--- config.mk ---
export PLATFORM = sky130hd
export DESIGN_NAME = scr_regs
export DESIGN_NICKNAME = d
export VERILOG_FILES = /design/src/logic/scr_sync_edge.v /design/src/logic/scr_regs.v
export VERILOG_INCLUDE_DIRS = /design/src /design/src/inc
export SDC_FILE = /design/constraint.sdc
export NUM_CORES = 1
export LEC_CHECK = 0
export ABC_AREA = 1
export BUFFER_PORTS_ARGS = -buffer_cell sky130_fd_sc_hd__buf_2
export CORE_MARGIN = 1.5
export CORE_UTILIZATION = 35
export CTS_CLUSTER_DIAMETER = 80
export DETAILED_ROUTE_END_ITERATION = 6
export PLACE_DENSITY = 0.61
export SLEW_MARGIN = 20
export SYNTH_ARGS = -nofsm -noshare
export SYNTH_HDL_FRONTEND = slang
export SYNTH_SLANG_ARGS = --single-unit
--- constraint.sdc ---
create_clock -name clk_in -period 2.4 [get_ports clk_in]
set_input_delay 0.36 -clock clk_in [delete_from_list [all_inputs] [get_ports clk_in]]
set_output_delay 0.36 -clock clk_in [all_outputs]
set_load 0.1 [all_outputs]
--- src/inc/scr_map.vh ---
// scr_map.vh: offsets, field positions, reset values and counts of the
// system control register bank.
// assumes: included by bare name from the logic files; definitions only.
`ifndef SCR_MAP_VH
`define SCR_MAP_VH

// ****************************************************************
// register offsets (byte addresses, one aligned word each)
// ****************************************************************
`define SCR_OFS_BOOT        8'h00
`define SCR_OFS_RST         8'h04
`define SCR_OFS_LPWR        8'h08
`define SCR_OFS_CLK         8'h0C
`define SCR_OFS_PADS        8'h14
`define SCR_OFS_DBG         8'h1C
`define SCR_OFS_WRISE       8'h20
`define SCR_OFS_WFALL       8'h24
`define SCR_OFS_WPEND       8'h28

// ****************************************************************
// reset_cause_control fields
// ****************************************************************
`define SCR_RST_FLAG_HI     31
`define SCR_RST_FLAG_LO     25
`define SCR_RST_CLR_BIT     24
`define SCR_EXT_LOGIC_RESET_ALLOW_BIT  1
`define SCR_RST_SW_BIT      0
// flag order from bit 25 upward: ext, pad, poweron, sw, indep dog, window dog, low power
`define SCR_FLAG_EXT        0
`define SCR_FLAG_PAD        1
`define SCR_FLAG_POR        2
`define SCR_FLAG_SW         3
`define SCR_FLAG_IDOG       4
`define SCR_FLAG_WDOG       5
`define SCR_FLAG_LPWR       6
`define SCR_FLAGS_RESET     7'h04

// ****************************************************************
// low power, clock, debug and wake fields
// ****************************************************************
`define SCR_LP_SLEEP        2'h0
`define SCR_LP_STOP         2'h1
`define SCR_LP_STANDBY      2'h3
`define SCR_CLK_DIVH_HI     15
`define SCR_CLK_DIVH_LO     12
`define SCR_CLK_DIVL_HI     11
`define SCR_CLK_DIVL_LO     8
`define SCR_CLK_PLL_RDY     6
`define SCR_CLK_PLL_ON      5
`define SCR_CLK_XTAL_RDY    4
`define SCR_CLK_XTAL_BYP    3
`define SCR_CLK_XTAL_ON     2
`define SCR_DBG_RTC_BIT     4
`define SCR_DBG_IDOG_BIT    3
`define SCR_WAKE_ALARM_BIT  8

// ****************************************************************
// counts
// ****************************************************************
`define SCR_STRAP_EDGE      3'h4
`define SCR_SYNC_LINES      9

`endif

--- src/logic/scr_sync_edge.v ---
// scr_sync_edge.v: two-flop synchroniser with edge detection per line.
// assumes: lines come from pads or other clocks; outputs are on clk_in.
`timescale 1ns/1ns
`default_nettype none

module scr_sync_edge
#(
  parameter N = 9
)
(
  input  wire         clk_in,
  input  wire         resetn_in,
  input  wire [N-1:0] lines_in,
  output wire [N-1:0] level_out,
  output wire [N-1:0] rise_out,
  output wire [N-1:0] fall_out
);

  // ****************************************************************
  // per line: meta flop, stable flop, previous value
  // ****************************************************************
  genvar i;
  generate
    for (i = 0; i < N; i = i + 1)
    begin : g_line
      reg meta_r;
      reg stable_r;
      reg prev_r;
      // only stable_r reads meta_r, so metastability never reaches logic
      always @(posedge clk_in or negedge resetn_in)
      begin
        if (!resetn_in)
        begin
          meta_r   <= 1'b0;
          stable_r <= 1'b0;
          prev_r   <= 1'b0;
        end
        else
        begin
          meta_r   <= lines_in[i];
          stable_r <= meta_r;
          prev_r   <= stable_r;
        end
      end
      assign level_out[i] = stable_r;
      assign rise_out[i]  = stable_r & ~prev_r;
      assign fall_out[i]  = ~stable_r & prev_r;
    end
  endgenerate

endmodule // scr_sync_edge

`default_nettype wire

--- src/logic/scr_regs.v ---
// scr_regs.v: system control register bank (boot strap, reset causes,
// low power select, clock control, debug pad reuse, debug halt, wake).
// assumes: one clock; resetn_in is the power-on reset of this bank, so
// the cause flags survive the system resets that this bank requests.
`timescale 1ns/1ns
`default_nettype none
`include "scr_map.vh"

// How it works
// strap pins are latched on the 4th clock edge after reset release
// boot word at 0x00 returns latched strap pair in bits 1:0, read only
// sticky cause flags in bits 31:25, one per reset source, read one when seen
// writing one to bit 24 clears every cause flag together
// external logic reset request acts only while bit 1 is one
// writing one to bit 0 starts a software reset and sets flag bit 28
// low power field at 0x08 picks sleep, stop or standby on wait for interrupt
// flash serial clock tick every high divider value plus one cycles
// software keeps the low divider field equal to the high one
// bit 5 switches the pll; bit 6 reads one once the pll is ready
// bit 2 powers crystal, bit 3 bypasses it, bit 4 shows it ready
// bits 0 to 4 at 0x14 free the five debug pads as user pins
// in debug, bit 4 halts the rtc and bit 3 halts the watchdog
// 0x20 bits 7:0 pick rising edge wake, bit 8 picks rtc alarm wake
// 0x24 bits 7:0 pick falling edge wake for the eight lines
// a selected wake event sets its pending bit at 0x28
// writes to ready bits and boot field are ignored
module scr_regs
#(
  parameter AW = 8
)
(
  input  wire          clk_in,
  input  wire          resetn_in,
  // register port
  input  wire [AW-1:0] addr_in,
  input  wire [31:0]   wdata_in,
  input  wire          wr_in,
  input  wire          rd_in,
  output reg  [31:0]   rdata_out,
  // strap pins and reset sources (asynchronous)
  input  wire          strap_pin_low_in,
  input  wire          strap_pin_high_in,
  input  wire          lowpower_rst_in,
  input  wire          window_dog_rst_in,
  input  wire          indep_dog_rst_in,
  input  wire          reset_pad_rst_in,
  input  wire          ext_logic_rst_req_in,
  output wire          sys_reset_out,
  // low power
  input  wire          wfi_in,
  output wire          enter_sleep_out,
  output wire          enter_stop_out,
  output wire          enter_standby_out,
  // clocks
  input  wire          xtal_stable_in,
  input  wire          pll_ready_in,
  output wire          xtal_power_request_out,
  output wire          xtal_bypass_out,
  output wire          pll_on_out,
  output wire          flash_sclk_tick_out,
  // debug
  input  wire          core_in_debug_in,
  output wire          tap_clock_pad_reuse_out,
  output wire          tap_select_pad_reuse_out,
  output wire          tap_in_pad_reuse_out,
  output wire          tap_out_pad_reuse_out,
  output wire          tap_reset_pad_reuse_out,
  output wire          rtc_halt_out,
  output wire          indep_dog_halt_out,
  // wake
  input  wire [7:0]    ext_wake_lines_in,
  input  wire          rtc_alarm_in,
  output wire          wake_out
);

  // ****************************************************************
  // input synchronisers
  // ****************************************************************
  wire [8:0] st_lvl;
  wire [8:0] st_rise;
  // wake line levels are not needed; only their edges set pending bits
  wire [8:0] wk_rise;
  wire [8:0] wk_fall;

  // status and cause lines: 0..4 causes, 5 xtal, 6 pll, 7..8 straps
  scr_sync_edge #(.N(`SCR_SYNC_LINES)) u_status_sync
  (
    .clk_in    (clk_in),
    .resetn_in (resetn_in),
    .lines_in  ({strap_pin_high_in, strap_pin_low_in, pll_ready_in, xtal_stable_in,
                 ext_logic_rst_req_in, reset_pad_rst_in, indep_dog_rst_in,
                 window_dog_rst_in, lowpower_rst_in}),
    .level_out (st_lvl),
    .rise_out  (st_rise),
    .fall_out  ()
  );

  // wake lines: eight external lines plus rtc alarm on top
  scr_sync_edge #(.N(`SCR_SYNC_LINES)) u_wake_sync
  (
    .clk_in    (clk_in),
    .resetn_in (resetn_in),
    .lines_in  ({rtc_alarm_in, ext_wake_lines_in}),
    .level_out (),
    .rise_out  (wk_rise),
    .fall_out  (wk_fall)
  );

  // ****************************************************************
  // register state
  // ****************************************************************
  reg  [2:0]  strap_cnt_r;
  reg  [1:0]  boot_r;
  reg  [6:0]  flags_r;
  reg  [6:0]  flags_nxt;
  reg         ext_allow_r;
  reg         sys_rst_r;
  reg  [1:0]  lp_sel_r;
  reg  [3:0]  div_high_r;
  reg  [3:0]  div_low_r;
  reg         pll_on_r;
  reg         xtal_on_r;
  reg         xtal_byp_r;
  reg  [4:0]  pads_r;
  reg         dbg_rtc_r;
  reg         dbg_idog_r;
  reg  [8:0]  wrise_r;
  reg  [7:0]  wfall_r;
  reg  [8:0]  wpend_r;
  reg  [8:0]  wpend_nxt;
  reg  [3:0]  div_cnt_r;
  reg  [31:0] rdata_nxt;

  wire wr_rst   = wr_in && (addr_in == `SCR_OFS_RST);
  wire sw_kick  = wr_rst && wdata_in[`SCR_RST_SW_BIT];
  wire ext_kick = st_rise[4] && ext_allow_r;

  // ****************************************************************
  // boot strap capture
  // ****************************************************************
  // counter restarts after power-on release and after each system reset
  // pulse; pins seen here are two cycles old because of the synchroniser
  always @(posedge clk_in or negedge resetn_in)
  begin
    if (!resetn_in)
    begin
      strap_cnt_r <= 3'h0;
      boot_r      <= 2'h0;
    end
    else if (sys_rst_r)
    begin
      strap_cnt_r <= 3'h0;
    end
    else if (strap_cnt_r != `SCR_STRAP_EDGE)
    begin
      strap_cnt_r <= strap_cnt_r + 3'h1;
      if (strap_cnt_r == `SCR_STRAP_EDGE - 3'h1)
        boot_r <= st_lvl[8:7];
    end
  end

  // ****************************************************************
  // reset cause flags and reset request
  // ****************************************************************
  // clear first, then sets, so an event in the clearing cycle survives
  always @*
  begin
    flags_nxt = flags_r;
    if (wr_rst && wdata_in[`SCR_RST_CLR_BIT])
      flags_nxt = 7'h00;
    if (st_rise[0])
      flags_nxt[`SCR_FLAG_LPWR] = 1'b1;
    if (st_rise[1])
      flags_nxt[`SCR_FLAG_WDOG] = 1'b1;
    if (st_rise[2])
      flags_nxt[`SCR_FLAG_IDOG] = 1'b1;
    if (st_rise[3])
      flags_nxt[`SCR_FLAG_PAD] = 1'b1;
    if (ext_kick)
      flags_nxt[`SCR_FLAG_EXT] = 1'b1;
    if (sw_kick)
      flags_nxt[`SCR_FLAG_SW] = 1'b1;
  end

  // power-on flag is set by the reset value itself
  always @(posedge clk_in or negedge resetn_in)
  begin
    if (!resetn_in)
    begin
      flags_r     <= `SCR_FLAGS_RESET;
      ext_allow_r <= 1'b0;
      sys_rst_r   <= 1'b0;
    end
    else
    begin
      flags_r   <= flags_nxt;
      sys_rst_r <= sw_kick | ext_kick;
      if (wr_rst)
        ext_allow_r <= wdata_in[`SCR_EXT_LOGIC_RESET_ALLOW_BIT];
    end
  end

  assign sys_reset_out = sys_rst_r;

  // ****************************************************************
  // plain control registers
  // ****************************************************************
  always @(posedge clk_in or negedge resetn_in)
  begin
    if (!resetn_in)
    begin
      lp_sel_r   <= `SCR_LP_SLEEP;
      div_high_r <= 4'h0;
      div_low_r  <= 4'h0;
      pll_on_r   <= 1'b0;
      xtal_on_r  <= 1'b0;
      xtal_byp_r <= 1'b0;
      pads_r     <= 5'h00;
      dbg_rtc_r  <= 1'b0;
      dbg_idog_r <= 1'b0;
      wrise_r    <= 9'h000;
      wfall_r    <= 8'h00;
    end
    else if (wr_in)
    begin
      case (addr_in)
        `SCR_OFS_LPWR:
          lp_sel_r <= wdata_in[1:0];
        `SCR_OFS_CLK:
        begin
          // ready bits are not stored; they come from the pins
          div_high_r <= wdata_in[`SCR_CLK_DIVH_HI:`SCR_CLK_DIVH_LO];
          div_low_r  <= wdata_in[`SCR_CLK_DIVL_HI:`SCR_CLK_DIVL_LO];
          pll_on_r   <= wdata_in[`SCR_CLK_PLL_ON];
          xtal_on_r  <= wdata_in[`SCR_CLK_XTAL_ON];
          xtal_byp_r <= wdata_in[`SCR_CLK_XTAL_BYP];
        end
        `SCR_OFS_PADS:
          pads_r <= wdata_in[4:0];
        `SCR_OFS_DBG:
        begin
          dbg_rtc_r  <= wdata_in[`SCR_DBG_RTC_BIT];
          dbg_idog_r <= wdata_in[`SCR_DBG_IDOG_BIT];
        end
        `SCR_OFS_WRISE:
          wrise_r <= wdata_in[8:0];
        `SCR_OFS_WFALL:
          wfall_r <= wdata_in[7:0];
        default:
          wrise_r <= wrise_r;
      endcase
    end
  end

  // ****************************************************************
  // low power entry
  // ****************************************************************
  // the unlisted code 10 enters nothing, so the core just keeps running
  assign enter_sleep_out   = wfi_in && (lp_sel_r == `SCR_LP_SLEEP);
  assign enter_stop_out    = wfi_in && (lp_sel_r == `SCR_LP_STOP);
  assign enter_standby_out = wfi_in && (lp_sel_r == `SCR_LP_STANDBY);

  // ****************************************************************
  // clocks and flash serial clock divider
  // ****************************************************************
  assign xtal_power_request_out = xtal_on_r;
  assign xtal_bypass_out        = xtal_byp_r;
  assign pll_on_out             = pll_on_r;

  // a tick rather than a divided clock: divide by one must still work
  always @(posedge clk_in or negedge resetn_in)
  begin
    if (!resetn_in)
      div_cnt_r <= 4'h0;
    else if (div_cnt_r >= div_high_r)
      div_cnt_r <= 4'h0;
    else
      div_cnt_r <= div_cnt_r + 4'h1;
  end

  assign flash_sclk_tick_out = (div_cnt_r >= div_high_r);

  // ****************************************************************
  // debug pads and halts
  // ****************************************************************
  assign tap_clock_pad_reuse_out  = pads_r[0];
  assign tap_select_pad_reuse_out = pads_r[1];
  assign tap_in_pad_reuse_out     = pads_r[2];
  assign tap_out_pad_reuse_out    = pads_r[3];
  assign tap_reset_pad_reuse_out  = pads_r[4];
  assign rtc_halt_out       = core_in_debug_in && dbg_rtc_r;
  assign indep_dog_halt_out = core_in_debug_in && dbg_idog_r;

  // ****************************************************************
  // wake pending
  // ****************************************************************
  // write one clears a bit; a new event in the same cycle wins
  always @*
  begin
    wpend_nxt = wpend_r;
    if (wr_in && (addr_in == `SCR_OFS_WPEND))
      wpend_nxt = wpend_r & ~wdata_in[8:0];
    wpend_nxt = wpend_nxt | (wk_rise & wrise_r) | ({1'b0, wk_fall[7:0]} & {1'b0, wfall_r});
  end

  always @(posedge clk_in or negedge resetn_in)
  begin
    if (!resetn_in)
      wpend_r <= 9'h000;
    else
      wpend_r <= wpend_nxt;
  end

  assign wake_out = |wpend_r;

  // ****************************************************************
  // read path, one cycle after the strobe
  // ****************************************************************
  // unmapped offsets and reserved bits read zero
  always @*
  begin
    rdata_nxt = 32'h0000_0000;
    case (addr_in)
      `SCR_OFS_BOOT:
        rdata_nxt[1:0] = boot_r;
      `SCR_OFS_RST:
      begin
        rdata_nxt[`SCR_RST_FLAG_HI:`SCR_RST_FLAG_LO] = flags_r;
        rdata_nxt[`SCR_EXT_LOGIC_RESET_ALLOW_BIT] = ext_allow_r;
      end
      `SCR_OFS_LPWR:
        rdata_nxt[1:0] = lp_sel_r;
      `SCR_OFS_CLK:
      begin
        rdata_nxt[`SCR_CLK_DIVH_HI:`SCR_CLK_DIVH_LO] = div_high_r;
        rdata_nxt[`SCR_CLK_DIVL_HI:`SCR_CLK_DIVL_LO] = div_low_r;
        rdata_nxt[`SCR_CLK_PLL_RDY]  = st_lvl[6];
        rdata_nxt[`SCR_CLK_PLL_ON]   = pll_on_r;
        rdata_nxt[`SCR_CLK_XTAL_RDY] = st_lvl[5];
        rdata_nxt[`SCR_CLK_XTAL_BYP] = xtal_byp_r;
        rdata_nxt[`SCR_CLK_XTAL_ON]  = xtal_on_r;
      end
      `SCR_OFS_PADS:
        rdata_nxt[4:0] = pads_r;
      `SCR_OFS_DBG:
      begin
        rdata_nxt[`SCR_DBG_RTC_BIT]  = dbg_rtc_r;
        rdata_nxt[`SCR_DBG_IDOG_BIT] = dbg_idog_r;
      end
      `SCR_OFS_WRISE:
        rdata_nxt[8:0] = wrise_r;
      `SCR_OFS_WFALL:
        rdata_nxt[7:0] = wfall_r;
      `SCR_OFS_WPEND:
        rdata_nxt[8:0] = wpend_r;
      default:
        rdata_nxt = 32'h0000_0000;
    endcase
  end

  always @(posedge clk_in or negedge resetn_in)
  begin
    if (!resetn_in)
      rdata_out <= 32'h0000_0000;
    else if (rd_in)
      rdata_out <= rdata_nxt;
    else
      rdata_out <= 32'h0000_0000;
  end

endmodule // scr_regs

`default_nettype wire

==> impl_metrics.env <==
export IMPL_grt_max_degree=138
export IMPL_layout_setup_ws_ns=0.0880
export IMPL_reg2reg_from="div_cnt_r[2]$_DFF_PN0_"
export IMPL_grt_usage_pct=15.8
export IMPL_worstPathMaxFanout=5
export IMPL_rsz0062_at_grt="false"
export IMPL_portBuffers=87
export IMPL_endpoint_kind="output pin"
export IMPL_hpwl_um=8360
export IMPL_grt_pass1_wl_um=19400
export IMPL_die_h_um=127
export IMPL_reg2regPathDepth=5
export IMPL_cp_start_kind="flop"
export IMPL_crit_chain="ha_1, nand2_1, o211ai_1, buf_4"
export IMPL_io_pins=112
export IMPL_ys_seq_area_share_pct=63.3
export IMPL_drive_gt1_share_pct=24.5
export IMPL_crit_path_start="div_cnt_r[2]$_DFF_PN0_"
export IMPL_clk_pin_slew_ns=0.05
export IMPL_clockPowerShare_pct=43.1
export IMPL_mostFrequentLayoutCell="dfrtp_1"
export IMPL_synth_edf_count=0
export IMPL_h_tree_depth=4
export IMPL_critical_path_max_stage_delay_ns=0.41
export IMPL_power_density_nw_per_um2=893
export IMPL_setup_violations=0
export IMPL_die_x_um=127
export IMPL_r2r_end="div_cnt_r[3]$_DFF_PN0_"
export IMPL_nets=705
export IMPL_max_freq_mhz=433
export IMPL_worstSkewPairLatency_ns=0.42
export IMPL_final_cells=833
export IMPL_wl_um=11900
export IMPL_fin_crit_ns=2.31
export IMPL_firstDrtPassIters=4
export IMPL_hold_violations=0
export IMPL_status="finished, final reports clean"
export IMPL_internal_power_mw=4.39
export IMPL_seq_power_share_pct=43.3
export IMPL_ys_seq_elements=137
export IMPL_path_depth=4
export IMPL_ir_drop_mv=0.501
export IMPL_fin_skew_ns=0.00602
export IMPL_grt_pass1_vias=3889
export IMPL_synthesis_area_sq_um=5420
export IMPL_grt_overflow=0
export IMPL_synthArstFlopShare_pct=100
export IMPL_cts_hold_buf=0
export IMPL_reg2reg_slack_ns=0.91
export IMPL_vias=3849
export IMPL_synth_flop_cell="dfrtp_1"
export IMPL_antenna_found_initial=0
export IMPL_ys_warn_count=0
export IMPL_post_route_util_pct=44.1
export IMPL_relSlewSlack_pct=51.3
export IMPL_avgSynthCellArea_sq_um=10.3
export IMPL_worst_path_buf_inv=1
export IMPL_ant_nets=0
export IMPL_n_antenna_cell=0
export IMPL_hold_ws_ns=0.0444
export IMPL_avgRoutedWirePerCell_um=14.3
export IMPL_worstPathArrival_ns=1.95
export IMPL_pwr_share_comb_pct=13.6
export IMPL_cp_slowest_cell="dfrtp_1"
export IMPL_syn_inst=528
export IMPL_fp_dieArea_sq_um=16200
export IMPL_dpl_worst_slack_ns=0.402
export IMPL_start_util_pct=35.8
export IMPL_area_growth_pct=23.2
export IMPL_row_count=45
export IMPL_dp_cells=800
export IMPL_drc=0
export IMPL_ys_types=35
export IMPL_place_congestion=0.789
export IMPL_cts_buffer_depth=2
export IMPL_timing_final_crit_share_pct=96.3
export IMPL_p_leak_nw=3.42
export IMPL_numCtsBuffers=17
export IMPL_switchingPower_mw=1.57
export IMPL_crit_type="reg -> out"
export IMPL_worst_pin_slew_ns=0.730
export IMPL_slew_violations=0
export IMPL_core_area_sq_um=15100
export IMPL_endpoint="flash_sclk_tick_out"
export IMPL_maxCapViolCount=0
export IMPL_min_path_type="in -> async"
export IMPL_clock_sinks=137
export IMPL_vias_per_cell=4.62
export IMPL_tritoncts="built"
export IMPL_root_buffer="clkbuf_16"
export IMPL_swShare_pct=26.4
export IMPL_initialDrtViolationCount=173
export IMPL_mostFrequentLayoutCells="136 x dfrtp_1, 99 x nand2_1, 85 x buf_2"
export IMPL_crit_family="flip-flops"
export IMPL_cp_data_required_time_ns=2.04
==> registers in the layout, summed over array words and instances, names as in the netlist, 2 cells and up <==
| register | cells |
|---|---|
| u_status_sync.g_line.meta_r | 9 |
| u_wake_sync.g_line.stable_r | 9 |
| lp_sel_r | 2 |
| div_high_r | 4 |
| u_status_sync.g_line.stable_r | 9 |
| div_low_r | 4 |
| pads_r | 5 |
| div_cnt_r | 4 |
| wrise_r | 9 |
| u_status_sync.g_line.prev_r | 5 |
| boot_r | 2 |
| strap_cnt_r | 3 |
| u_wake_sync.g_line.prev_r | 9 |
| rdata_out | 23 |
| wpend_r | 9 |
| flags_r | 7 |
| wfall_r | 8 |
| u_wake_sync.g_line.meta_r | 9 |
==> synthesized netlist by cell type, types with 2 or more instances <==
| cell type | number | area (sq um) |
|---|---|---|
| inv_1 | 64 | 240 |
| nand2_1 | 99 | 372 |
| nor2_2 | 2 | 12.5 |
| nor4_1 | 2 | 12.5 |
| o21a_1 | 4 | 30.0 |
| nor3_1 | 4 | 20.0 |
| nand2_2 | 5 | 31.3 |
| o22ai_1 | 4 | 25.0 |
| nand3b_1 | 10 | 75.1 |
| o21ai_0 | 26 | 130 |
| buf_4 | 10 | 75.1 |
| dfrtp_1 | 136 | 3400 |
| nand3_1 | 38 | 190 |
| nand3_2 | 3 | 30.0 |
| o21ai_2 | 9 | 78.8 |
| buf_2 | 2 | 10.0 |
| inv_2 | 2 | 7.51 |
| o211ai_1 | 3 | 22.5 |
| a21oi_1 | 15 | 75.1 |
| buf_6 | 3 | 33.8 |
| nor2_4 | 7 | 78.8 |
| nor2_1 | 53 | 199 |
| o21ai_1 | 8 | 40.0 |
| ha_1 | 8 | 100 |
==> area by class of cell <==
| type | count | area [sq um] |
|---|---|---|
| clock buffers | 24 | 502 |
| repair buffers | 93 | 502 |
| clock inverters | 7 | 90.1 |
| fillers | 1436 | 8470 |
| flip-flops and latches | 137 | 3430 |
| multi-input cells | 317 | 1660 |
| inverters | 67 | 251 |
| well taps | 188 | 235 |
==> metrics by stage <==
stage,cell area [sq um],setup TNS (ns),power [mW]
2_1_floorplan,5460,-1.86,3.17
3_3_place_gp,6060,0,3.34
3_5_place_dp,6060,0,3.40
4_1_cts,6660,0,6.01
5_1_grt,6670,0,6.25
6_report,6670,0,5.96
==> power by group through the flow <==
stage / clock [mW] / sequential [mW] / combinational, mW
3_5_place_dp: 0 / 2.62 / 0.773
6_report: 2.57 / 2.58 / 0.810
4_1_cts: 2.64 / 2.58 / 0.782
5_1_grt: 2.73 / 2.61 / 0.909
2_1_floorplan: 0 / 2.67 / 0.501
3_3_place_gp: 0 / 2.61 / 0.733
==> repair_timing <==
action                     in CTS  in global routing
cloned                          0                  0
gates resized for setup         1                  0
buffers inserted                0                  2
pin swaps                       0                  1
setup endpoints to repair       1                  1
==> kinds of logic (layout without fill, tap and decap cells) <==
family          after synthesis  after routing  synth area share, %
other cells                   1              9               0.0692
simple gates                228            228                 20.0
xor+xnor                      2              2                0.324
buf+inv                      82            191                 6.84
mux                           1              1                0.208
compound gates               69             69                 7.42
flops                       137            137                 63.3
fa+ha+maj                     8              8                 1.85
==> worst min path at each step <==
stage / endpoint / cells after the start / slack, ns / startpoint
2_1_floorplan: boot_r[0]$_DFFE_PN0P_ / 0 / 0.06 / resetn_in
3_3_place_gp: u_wake_sync.g_line[7].stable_r$_DFF_PN0_ / 0 / 0.33 / u_wake_sync.g_line[7].meta_r$_DFF_PN0_
3_5_place_dp: u_wake_sync.g_line[4].stable_r$_DFF_PN0_ / 0 / 0.33 / u_wake_sync.g_line[4].meta_r$_DFF_PN0_
4_1_cts: u_wake_sync.g_line[8].meta_r$_DFF_PN0_ / 1 / 0.02 / rtc_alarm_in
5_1_grt: u_status_sync.g_line[2].meta_r$_DFF_PN0_ / 1 / 0.02 / indep_dog_rst_in
6_report: u_wake_sync.g_line[5].meta_r$_DFF_PN0_ / 2 / 0.04 / resetn_in
==> layer usage <==
layer / track usage, % / vias up / wire [um]
met1: 20.2 / 1848 / 5340
met4: 6.95 / 0 / 255
li1: - / 1878 / -
met5: 0 / - / 0
met3: 4.61 / 24 / 610
met2: 25.0 / 99 / 5690
Power figures use the tool's default switching activity.
